[config.mk]
export PLATFORM = sky130hd
export DESIGN_NAME = mco_clock_options
export DESIGN_NICKNAME = d
export VERILOG_FILES = /design/src/rtl/mco_pkg.sv /design/src/rtl/mco_clock_options.sv
export SDC_FILE = /design/constraint.sdc
export NUM_CORES = 1
export LEC_CHECK = 0
export ABC_AREA = 1
export BUFFER_PORTS_ARGS = -buffer_cell sky130_fd_sc_hd__buf_2
export CORE_ASPECT_RATIO = 1.5
export CORE_MARGIN = 3
export CORE_UTILIZATION = 23
export DETAILED_ROUTE_END_ITERATION = 12
export PLACE_DENSITY = 0.34
export SYNTH_ARGS = -nofsm -noshare
export SYNTH_HDL_FRONTEND = slang
export SYNTH_SLANG_ARGS = --single-unit
[constraint.sdc]
create_clock -name clk_i -period 8.9 [get_ports clk_i]
set_clock_uncertainty 0.15 [all_clocks]
set_input_delay 0.89 -clock clk_i [delete_from_list [all_inputs] [get_ports clk_i]]
set_output_delay 0.89 -clock clk_i [all_outputs]
set_load 0.005 [all_outputs]
[src/rtl/mco_pkg.sv]
// Constants for the clock, reset-delay, watchdog and timer option block.
// Assumes one 100 MHz system clock and classic Wishbone register access.
`default_nettype none
package mco_pkg;
  localparam int CLK_MHZ = 100;
  localparam int CLK_KHZ = CLK_MHZ * 1000;
  // Frequency measurement window
  localparam int WIN_NS      = 10_000;
  localparam int WIN_CYC     = WIN_NS * CLK_MHZ / 1000;
  localparam int KHZ_PER_CNT = 1_000_000 / WIN_NS;
  localparam int OSC0_KHZ = 16_000;
  localparam int OSC1_KHZ = 8_000;
  localparam int OSC2_KHZ = 4_000;
  localparam int OSC3_KHZ = 2_000;
  localparam int CPU_FREQUENCY_MIN_KHZ = 250;
  localparam int CPU_FREQUENCY_MAX_KHZ = 8_000;
  localparam int PLL_MIN_KHZ  = 2_000;
  localparam int PLL_MAX_KHZ  = 4_000;
  // High band edges in window counts; each lower band halves them
  localparam int BAND_HI_CNT = 16_000 / KHZ_PER_CNT;
  localparam int BAND_LO_CNT = 8_000 / KHZ_PER_CNT;
  localparam int DLY_LONG  = 4096;
  localparam int DLY_SHORT = 256;
  // Register byte addresses
  localparam logic [7:0] A_CTRL    = 8'h00;
  localparam logic [7:0] A_STATUS  = 8'h04;
  localparam logic [7:0] A_IRQ_EN  = 8'h08;
  localparam logic [7:0] A_IRQ_CLR = 8'h0C;
  localparam logic [7:0] A_STATE   = 8'h10;
  localparam logic [7:0] A_TMR0    = 8'h20;
  localparam logic [7:0] A_TMR1    = 8'h30;
  localparam logic [7:0] T_CTRL    = 8'h00;
  localparam logic [7:0] T_CMP     = 8'h04;
  localparam logic [7:0] T_CAP     = 8'h08;
  localparam logic [7:0] T_CNT     = 8'h0C;
  // Control register fields
  localparam int F_OSC_SEL  = 0;
  localparam int F_DOUBLER  = 3;
  localparam int F_SLOW     = 4;
  localparam int F_CSS_EN   = 7;
  localparam int F_BAND     = 8;
  localparam int F_RST_DLY  = 10;
  localparam int F_WATCHDOG_ON_HALT = 11;
  localparam int F_WDG_HW   = 12;
  localparam int F_WATCHDOG_ENABLE_SOURCE   = 13;
  localparam int F_VD_OPT   = 14;
  localparam int F_FREEZE   = 15;
  localparam int CTRL_W     = 16;
  localparam logic [15:0] CTRL_RST = 16'h0000;
  localparam logic [2:0]  OSC_EXT  = 3'h4;
  // Timer control fields
  localparam int F_T_PRESC = 0;
  localparam int F_T_EXT   = 4;
  // Status and interrupt bits
  localparam int E_BACKUP  = 0;
  localparam int E_WDG_RST = 1;
  localparam int E_OVF0    = 2;
  localparam int E_CAP0    = 4;
  localparam int EVT_W     = 6;
  typedef enum logic [1:0] {
    MCO_BAND_HIGH   = 2'b00,
    MCO_BAND_MEDIUM = 2'b01,
    MCO_BAND_MIDLOW = 2'b10,
    MCO_BAND_LOW    = 2'b11
  } mco_band_e;
endpackage
`default_nettype wire

[src/rtl/mco_clock_options.sv]
// Clock source, cpu clock enable, supervisor, reset delay, watchdog option
// and two timers. Clocks are modelled as one-cycle ticks synchronous to clk_i.
//
// Design decisions made here: the Wishbone register port and the register addresses.
`default_nettype none
module mco_clock_options
  import mco_pkg::*;
#(
  parameter int BACKUP_KHZ = 8_000
)(
  input  wire logic        clk_i,
  input  wire logic        rst_i,
  input  wire logic        ce_i,
  input  wire logic        wb_cyc_i,
  input  wire logic        wb_stb_i,
  input  wire logic        wb_we_i,
  input  wire logic [7:0]  wb_adr_i,
  input  wire logic [3:0]  wb_sel_i,
  input  wire logic [31:0] wb_dat_i,
  output logic      [31:0] wb_dat_o,
  output logic             wb_ack_o,
  input  wire logic [3:0]  osc_tick_i,
  input  wire logic        external_clock_input_i,
  input  wire logic        backup_tick_i,
  input  wire logic        halt_i,
  input  wire logic        halt_exec_i,
  input  wire logic        stopped_i,
  input  wire logic [1:0]  tmr_ext_i,
  input  wire logic [1:0]  tmr_cap_i,
  output logic             cpu_tick_o,
  output logic             cpu_reset_o,
  output logic             chip_reset_o,
  output logic             on_backup_o,
  output logic             wdg_enable_o,
  output logic             evd_enable_o,
  output logic             lvd_enable_o,
  output logic             irq_o,
  output logic      [1:0]  tmr_pwm_o
);

  function automatic logic [31:0] byte_mask(input logic [3:0] sel);
    byte_mask = {{8{sel[3]}}, {8{sel[2]}}, {8{sel[1]}}, {8{sel[0]}}};
  endfunction

  logic [CTRL_W-1:0] ctrl;
  logic [EVT_W-1:0]  status;
  logic [EVT_W-1:0]  irq_en;
  logic [16:0]       cpu_khz;
  logic [16:0]       acc;
  logic [9:0]        win_cnt;
  logic [10:0]       edge_cnt;
  logic [10:0]       meas_q;
  logic              fail_pend;
  logic [12:0]       dly_cnt;
  logic              halt_q;
  logic [15:0]       t_ctrl [2];
  logic [15:0]       t_cmp  [2];
  logic [15:0]       t_cap  [2];
  logic [15:0]       t_cnt  [2];
  logic [15:0]       t_pcnt [2];
  logic [1:0]        t_ovf;
  logic [1:0]        t_capt;
  logic [1:0]        t_pwm;

  // Bus decode
  wire        req      = wb_cyc_i && wb_stb_i && !wb_ack_o;
  wire        wr       = ce_i && req && wb_we_i;
  wire [31:0] wmask    = byte_mask(wb_sel_i);
  wire [31:0] wdat_m   = wb_dat_i & wmask;
  wire        tmr_hit  = (wb_adr_i & 8'hE0) == A_TMR0;
  wire        tmr_idx  = wb_adr_i[4];
  wire [7:0]  tmr_off  = wb_adr_i & 8'h0F;
  wire        wr_ctrl  = wr && (wb_adr_i == A_CTRL);
  wire        wr_en    = wr && (wb_adr_i == A_IRQ_EN);
  wire        wr_clr   = wr && (wb_adr_i == A_IRQ_CLR);

  // Control fields
  wire [2:0]  osc_sel   = ctrl[F_OSC_SEL +: 3];
  wire        doubler   = ctrl[F_DOUBLER];
  wire [2:0]  slow_exp  = ctrl[F_SLOW +: 3];
  wire        css_en    = ctrl[F_CSS_EN];
  wire [1:0]  band      = ctrl[F_BAND +: 2];
  wire        dly_short = ctrl[F_RST_DLY];
  wire        watchdog_on_halt  = ctrl[F_WATCHDOG_ON_HALT];
  wire        wdg_hw    = ctrl[F_WDG_HW];
  wire        watchdog_enable_source    = ctrl[F_WATCHDOG_ENABLE_SOURCE];
  wire        vd_opt    = ctrl[F_VD_OPT];
  wire        freeze    = ctrl[F_FREEZE];

  // Oscillator selection and frequency
  wire src_tick = (osc_sel == OSC_EXT) ? external_clock_input_i
                : (osc_sel < OSC_EXT) ? osc_tick_i[osc_sel[1:0]] : 1'b0;
  wire [16:0] ext_khz = 17'(meas_q) * 17'(KHZ_PER_CNT);
  wire [16:0] main_khz =
      (osc_sel == 3'h0) ? 17'(OSC0_KHZ) :
      (osc_sel == 3'h1) ? 17'(OSC1_KHZ) :
      (osc_sel == 3'h2) ? 17'(OSC2_KHZ) :
      (osc_sel == 3'h3) ? 17'(OSC3_KHZ) : ext_khz;
  wire [16:0] fosc_khz = on_backup_o ? 17'(BACKUP_KHZ) : main_khz;
  wire [17:0] pre_slow = doubler ? {fosc_khz, 1'b0}
                                 : {2'b00, fosc_khz[16:1]};
  wire [17:0] raw_khz  = pre_slow >> slow_exp;
  wire [16:0] next_cpu_khz =
      (raw_khz < 18'(CPU_FREQUENCY_MIN_KHZ)) ? 17'(CPU_FREQUENCY_MIN_KHZ) :
      (raw_khz > 18'(CPU_FREQUENCY_MAX_KHZ)) ? 17'(CPU_FREQUENCY_MAX_KHZ) : raw_khz[16:0];
  wire pll_out_of_range = doubler &&
      ((fosc_khz < 17'(PLL_MIN_KHZ)) || (fosc_khz > 17'(PLL_MAX_KHZ)));

  // Cpu clock enable by fractional accumulation
  wire [16:0] acc_sum  = acc + cpu_khz;
  wire        cpu_hit  = acc_sum >= 17'(CLK_KHZ);
  wire [16:0] next_acc = cpu_hit ? acc_sum - 17'(CLK_KHZ) : acc_sum;

  // Supervisor measurement over a fixed window
  wire        win_end    = win_cnt == 10'(WIN_CYC - 1);
  wire [10:0] edge_total = edge_cnt + 11'(src_tick);
  wire [10:0] band_lo    = 11'(BAND_LO_CNT) >> band;
  wire [10:0] band_hi    = 11'(BAND_HI_CNT) >> band;
  wire        out_band   = (edge_total < band_lo) || (edge_total > band_hi);
  wire        next_pend  = css_en && !on_backup_o &&
                           (fail_pend || (win_end && out_band));
  // Switch to backup happens only on a cpu tick; clearing css_en leaves backup in any cycle
  wire        next_backup = cpu_hit ? (css_en && (on_backup_o || fail_pend))
                                    : (css_en && on_backup_o);

  // Reset delay and watchdog
  wire        wdg_on      = wdg_hw || watchdog_enable_source;
  wire        halt_rst    = halt_exec_i && wdg_on && watchdog_on_halt;
  wire        halt_exit   = halt_q && !halt_i;
  wire [12:0] dly_load    = dly_short ? 13'(DLY_SHORT) : 13'(DLY_LONG);
  wire        dly_start   = halt_exit || halt_rst;
  wire [12:0] next_dly    = dly_start ? dly_load
                          : (cpu_hit && dly_cnt != 13'h0000) ? dly_cnt - 13'h0001
                          : dly_cnt;

  // Events and sticky status: a set in the clearing cycle wins
  wire [EVT_W-1:0] evt;
  assign evt[E_BACKUP]        = next_backup && !on_backup_o;
  assign evt[E_WDG_RST]       = halt_rst;
  assign evt[E_OVF0 +: 2]     = t_ovf;
  assign evt[E_CAP0 +: 2]     = t_capt;
  wire [EVT_W-1:0] clr_mask   = wr_clr ? wdat_m[EVT_W-1:0] : '0;
  wire [EVT_W-1:0] next_status = (status & ~clr_mask) | evt;

  // Timers
  genvar g;
  generate
    for (g = 0; g < 2; g++)
    begin : gen_tmr
      wire        sel_t   = tmr_hit && (tmr_idx == 1'(g));
      wire        run     = !(freeze && stopped_i);
      wire [15:0] pmask   = (16'h0001 << t_ctrl[g][F_T_PRESC +: 4]) - 16'h0001;
      wire        p_hit   = t_pcnt[g] == pmask;
      wire        use_ext = t_ctrl[g][F_T_EXT];
      // External timer clock bypasses the stop gating
      wire        inc     = use_ext ? tmr_ext_i[g]
                                    : (cpu_hit && run && p_hit);
      assign t_ovf[g]  = ce_i && inc && (t_cnt[g] == 16'hFFFF);
      assign t_capt[g] = ce_i && tmr_cap_i[g];

      always_ff @(posedge clk_i)
      begin
        if (rst_i)
        begin
          t_ctrl[g] <= 16'h0000;
          t_cmp[g]  <= 16'h0000;
          t_cap[g]  <= 16'h0000;
          t_cnt[g]  <= 16'h0000;
          t_pcnt[g] <= 16'h0000;
          t_pwm[g]  <= 1'b0;
        end
        else if (ce_i)
        begin
          if (wr && sel_t && tmr_off == T_CTRL)
            t_ctrl[g] <= (t_ctrl[g] & ~wmask[15:0]) | wdat_m[15:0];
          if (wr && sel_t && tmr_off == T_CMP)
            t_cmp[g] <= (t_cmp[g] & ~wmask[15:0]) | wdat_m[15:0];
          if (cpu_hit && run)
            t_pcnt[g] <= p_hit ? 16'h0000 : t_pcnt[g] + 16'h0001;
          if (inc)
            t_cnt[g] <= t_cnt[g] + 16'h0001;
          if (tmr_cap_i[g])
            t_cap[g] <= t_cnt[g];
          t_pwm[g] <= t_cnt[g] < t_cmp[g];
        end
      end
    end
  endgenerate

  // Read data selection
  logic [31:0] next_rdat;
  always_comb
  begin
    next_rdat = 32'h0000_0000;
    if (wb_adr_i == A_CTRL)
      next_rdat = 32'(ctrl);
    else if (wb_adr_i == A_STATUS)
      next_rdat = 32'(status);
    else if (wb_adr_i == A_IRQ_EN)
      next_rdat = 32'(irq_en);
    else if (wb_adr_i == A_STATE)
      next_rdat = {11'h000, pll_out_of_range, cpu_reset_o, on_backup_o,
                   1'b0, cpu_khz};
    else if (tmr_hit && tmr_off == T_CTRL)
      next_rdat = 32'(t_ctrl[tmr_idx]);
    else if (tmr_hit && tmr_off == T_CMP)
      next_rdat = 32'(t_cmp[tmr_idx]);
    else if (tmr_hit && tmr_off == T_CAP)
      next_rdat = 32'(t_cap[tmr_idx]);
    else if (tmr_hit && tmr_off == T_CNT)
      next_rdat = 32'(t_cnt[tmr_idx]);
  end

  always_ff @(posedge clk_i)
  begin
    if (rst_i)
    begin
      wb_ack_o <= 1'b0;
      wb_dat_o <= 32'h0000_0000;
      ctrl     <= CTRL_RST;
      status   <= '0;
      irq_en   <= '0;
      irq_o    <= 1'b0;
    end
    else if (ce_i)
    begin
      wb_ack_o <= req;
      wb_dat_o <= (req && !wb_we_i) ? next_rdat : 32'h0000_0000;
      if (wr_ctrl)
        ctrl <= (ctrl & ~wmask[CTRL_W-1:0]) | wdat_m[CTRL_W-1:0];
      if (wr_en)
        irq_en <= wdat_m[EVT_W-1:0];
      status <= next_status;
      irq_o  <= |(next_status & irq_en);
    end
  end

  always_ff @(posedge clk_i)
  begin
    if (rst_i)
    begin
      cpu_khz   <= 17'(CPU_FREQUENCY_MIN_KHZ);
      acc       <= '0;
      cpu_tick_o <= 1'b0;
      win_cnt   <= '0;
      edge_cnt  <= '0;
      meas_q    <= '0;
      fail_pend <= 1'b0;
      on_backup_o <= 1'b0;
    end
    else if (ce_i)
    begin
      cpu_khz    <= next_cpu_khz;
      acc        <= next_acc;
      cpu_tick_o <= cpu_hit;
      win_cnt    <= win_end ? '0 : win_cnt + 10'h001;
      edge_cnt   <= win_end ? '0 : edge_total;
      if (win_end)
        meas_q <= edge_total;
      fail_pend   <= next_pend;
      on_backup_o <= next_backup;
    end
  end

  always_ff @(posedge clk_i)
  begin
    if (rst_i)
    begin
      dly_cnt      <= 13'(DLY_LONG);
      cpu_reset_o  <= 1'b1;
      halt_q       <= 1'b0;
      chip_reset_o <= 1'b0;
      wdg_enable_o <= 1'b0;
      evd_enable_o <= 1'b0;
      lvd_enable_o <= 1'b0;
    end
    else if (ce_i)
    begin
      halt_q       <= halt_i;
      dly_cnt      <= next_dly;
      cpu_reset_o  <= next_dly != 13'h0000;
      chip_reset_o <= halt_rst;
      wdg_enable_o <= wdg_on;
      evd_enable_o <= vd_opt;
      lvd_enable_o <= vd_opt && !halt_i;
    end
  end

  assign tmr_pwm_o = t_pwm;
endmodule
`default_nettype wire

==> flow_summary.yaml <==
global_routing:
  antenna_found_initial: 2
  grt_overflow: 0
  track_usage_pct: 15.45
  grt_first_pass_wirelength_mm: 107.2
  grt_pass1_vias: 17733
  grt_start_max_net_pins: 79
floorplanning:
  die_w_um: 246.4
  fp.dieH_um: 366.5
  dieArea_um2: 90300
  start_util_pct: 23.30
  io_pins: 106
  fp-row-count: 131
  core_area_um2: 85560
timing:
  drv_slew: 0
  period_needed_ns: 4.650
  setup_viol: 0
  rsz0062_at_grt: "false"
  max_freq_ghz: 0.2151
  hold_viol_final: 0
  max_slew_margin_pct: 22.55
  fin_crit_sh_pct: 52.24
  worst_pin_slew_ns: 1.160
  finalSetupTns_ns: 0
cts:
  clock-sinks: 300
  cts_setup_buffers: 0
  cts_tree: "yes"
  ctsResizeCount: 0
  cts_htree_levels: 2
  clk_latency_ns: 0.56
  cts_buffer_depth: 3
  cts-root-buf: "clkbuf_16"
  cts_hold_buf: 0
  clkTransAtPathRegs_ns: 0.06
  cts_buffers: 37
critical_path:
  r2r_cells: 21
  r2r-start: "cpu_khz[0]"
  cp-end-kind: "flip-flop"
  crit_type: "flip-flop to flip-flop"
  arrival_ns: 4.68
  crit_path_frequent_cell: "nand2_1"
  critPathMaxFanout: 21
  slowest_delay_ns: 0.61
  crit_start: "cpu_khz[0]"
  cp.required_ns: 8.93
  cp-start-kind: "flip-flop"
  crit_path_top_delay_cell: "nand2_1"
  crit_path_cell_trace: "ha_1 > inv_1 > fa_1 > inv_1 > nand3_1 > nand2_2 > nand2_1 > nand2_1 > xnor2_1 > ha_1 > nand3b_1 > nand2_1 > nand3_1 > nand3_1 > nand3_1 > nand2_2 > inv_1 > buf_4 > o21ai_2 > nand2_1 > nand2_1"
synthesis:
  syn_area_um2: 19930
  yosys.area_share.simple_pct: 27.77
  synthArstFlopShare_pct: 0
  ys.flop_type: "edfxtp_1"
  synth.mux.area_fraction_pct: 0
  yosys.area.top_type_share_pct: 24.11
  synth_top_family_by_area: "simple AND/OR/NAND/NOR gates"
  yosysTopAreaCell: "edfxtp_1"
  synth.most_common_cell: "nand2_1"
  synth-adder-area-share_pct: 7.232
  synth_edf_count: 160
  synth-seq-area-share_pct: 38.17
  synthTopCellsByArea: "edfxtp_1 24%, dfxtp_1 14%, nand2_1 11%, nor2_1 6.8%, ha_1 6.5%"
  yosys_warnings: 0
  ys_ff_latch: 300
  synth.distinct_cells: 60
  syn_avg_cell_area_um2: 7.261
  synth-compound-area-share_pct: 14.94
  syn_inst: 2745
  synth-xor-area-share_pct: 2.850
  synth_commonest_cells: "610 x nand2_1, 363 x nor2_1, 319 x inv_1"
run_status:
  status: "completed"
layout:
  final_nets: 2938
  area_growth_pct: 12.59
  final_layout_size_suffix_gt1_share_pct: 6.636
  multi_input_area_um2: 10570
  fin_util_pct: 26.23
  fillers: 9537
  regArea_um2: 7607
detailed_routing:
  dr.pass1.iters: 5
  antenna_left: 0
  wl_mm: 70.80
  first_iter_violations: 1116
  vias: 18074
  wl_per_cell_um: 18.07
  via_per_inst: 4.612
  drc_errors: 0
worst_hold_path:
  hold_start: "evd_enable_o"
  holdPathStages: 2
  hold_class: "flip-flop to flip-flop"
flow_run:
  drv_cap: 0
power:
  powerDensity_nw_per_um2: 152.9
  leakage_nw: 9.533
  ir_drop_uv: 93.59
placed_design:
  place.gp.congestion: 0.8296
  place.port_buffers: 74
  dpl.hpwl_mm: 54.21
## power breakdown
group / internal [mW] / switching [mW]
combinational: 0.124 / 0.281
sequential: 1.51 / 0.0483
clock: 0.835 / 0.637
## final timing paths
check | to | slack (ns)
worst max-delay path | t_cnt[1][15] | 4.25
worst min register to register | evd_enable_o | 0.31
worst min-delay path | evd_enable_o | 0.31
worst max register to register | t_cnt[1][15] | 4.25
## placed cells by master (no fill, tap or decap), types with 12 or more instances in the layout
cell type,synthesis,final
edfxtp_1,160,160
buf_4,14,21
a21oi_1,233,233
o311ai_0,18,18
nand4_1,28,28
o211ai_1,37,37
clkbuf_16,0,39
inv_1,319,317
o21ai_0,126,123
buf_2,19,72
ha_1,104,104
nand3_1,199,199
conb_1,1,12
nor3_1,47,47
nor3b_1,16,16
xor2_1,53,53
nand2_1,610,610
nor2_1,363,363
dfxtp_1,140,140
a211oi_1,26,26
## final cells by class
type                            instances  area share (%)
Tap cell                             1130           6.301
Clock inverter                         13          0.3959
Clock buffer                           50           4.578
Sequential cell                       300           33.90
Inverter                              323           5.403
Antenna cell                            1         0.01115
Multi-Input combinational cell       2009           47.10
Timing Repair Buffer                   93           2.308
## metal layers
metal / up-vias / global-route usage (%) / wire length (um)
li1: 9201 / - / -
met1: 8484 / 18.43 / 30050
met2: 306 / 28.22 / 36110
met3: 81 / 2.091 / 2360
met4: 2 / 5.084 / 2271
met5: - / 0 / 16
## critical path: cells and delay by family, from the launching register on
kind	cells	cell delay, ns
flip-flops	1	0.37
buffers and inverters	4	0.42
AND/OR/NAND/NOR	12	2.13
adder cells (fa/ha/maj)	3	0.80
XOR/XNOR	1	0.14
AO/OA/AOI/OAI	1	0.22
## flip-flops by register name, summed over array words and instances (netlist names), 2 cells and up, named ones only
register   cells
irq_en         6
edge_cnt      11
t_cmp         32
t_ctrl        32
tmr_pwm_o      2
status         6
meas_q        11
t_cap         32
t_cnt         32
wb_dat_o      20
acc           17
cpu_khz       17
dly_cnt       13
win_cnt       10
t_pcnt        32
## cells by family after synthesis
logic type	count (synthesis)
simple gates	1310
compound gates	512
buf+inv	447
flops	300
fa+ha+maj	111
xor+xnor	64
other cells	1
## stage by stage
| stage | std cells | cell area (um^2) | setup WS, ns | power [mW] | hold slack (ns) |
|---|---|---|---|---|---|
| after CTS | 3918 | 22440 | 4.199 | 3.516 | 0.3157 |
| after global placement | 3855 | 21320 | 3.857 | 1.996 | 0.3014 |
| after global routing | 3918 | 22440 | 3.762 | 3.614 | 0.3309 |
| final | 3919 | 22440 | 4.250 | 3.432 | 0.3120 |
| after detailed placement | 3855 | 21320 | 3.803 | 1.999 | 0.3064 |
| after floorplan | 2756 | 19970 | 3.594 | 1.856 | 0.2833 |
(Power assumes the default switching activity.)
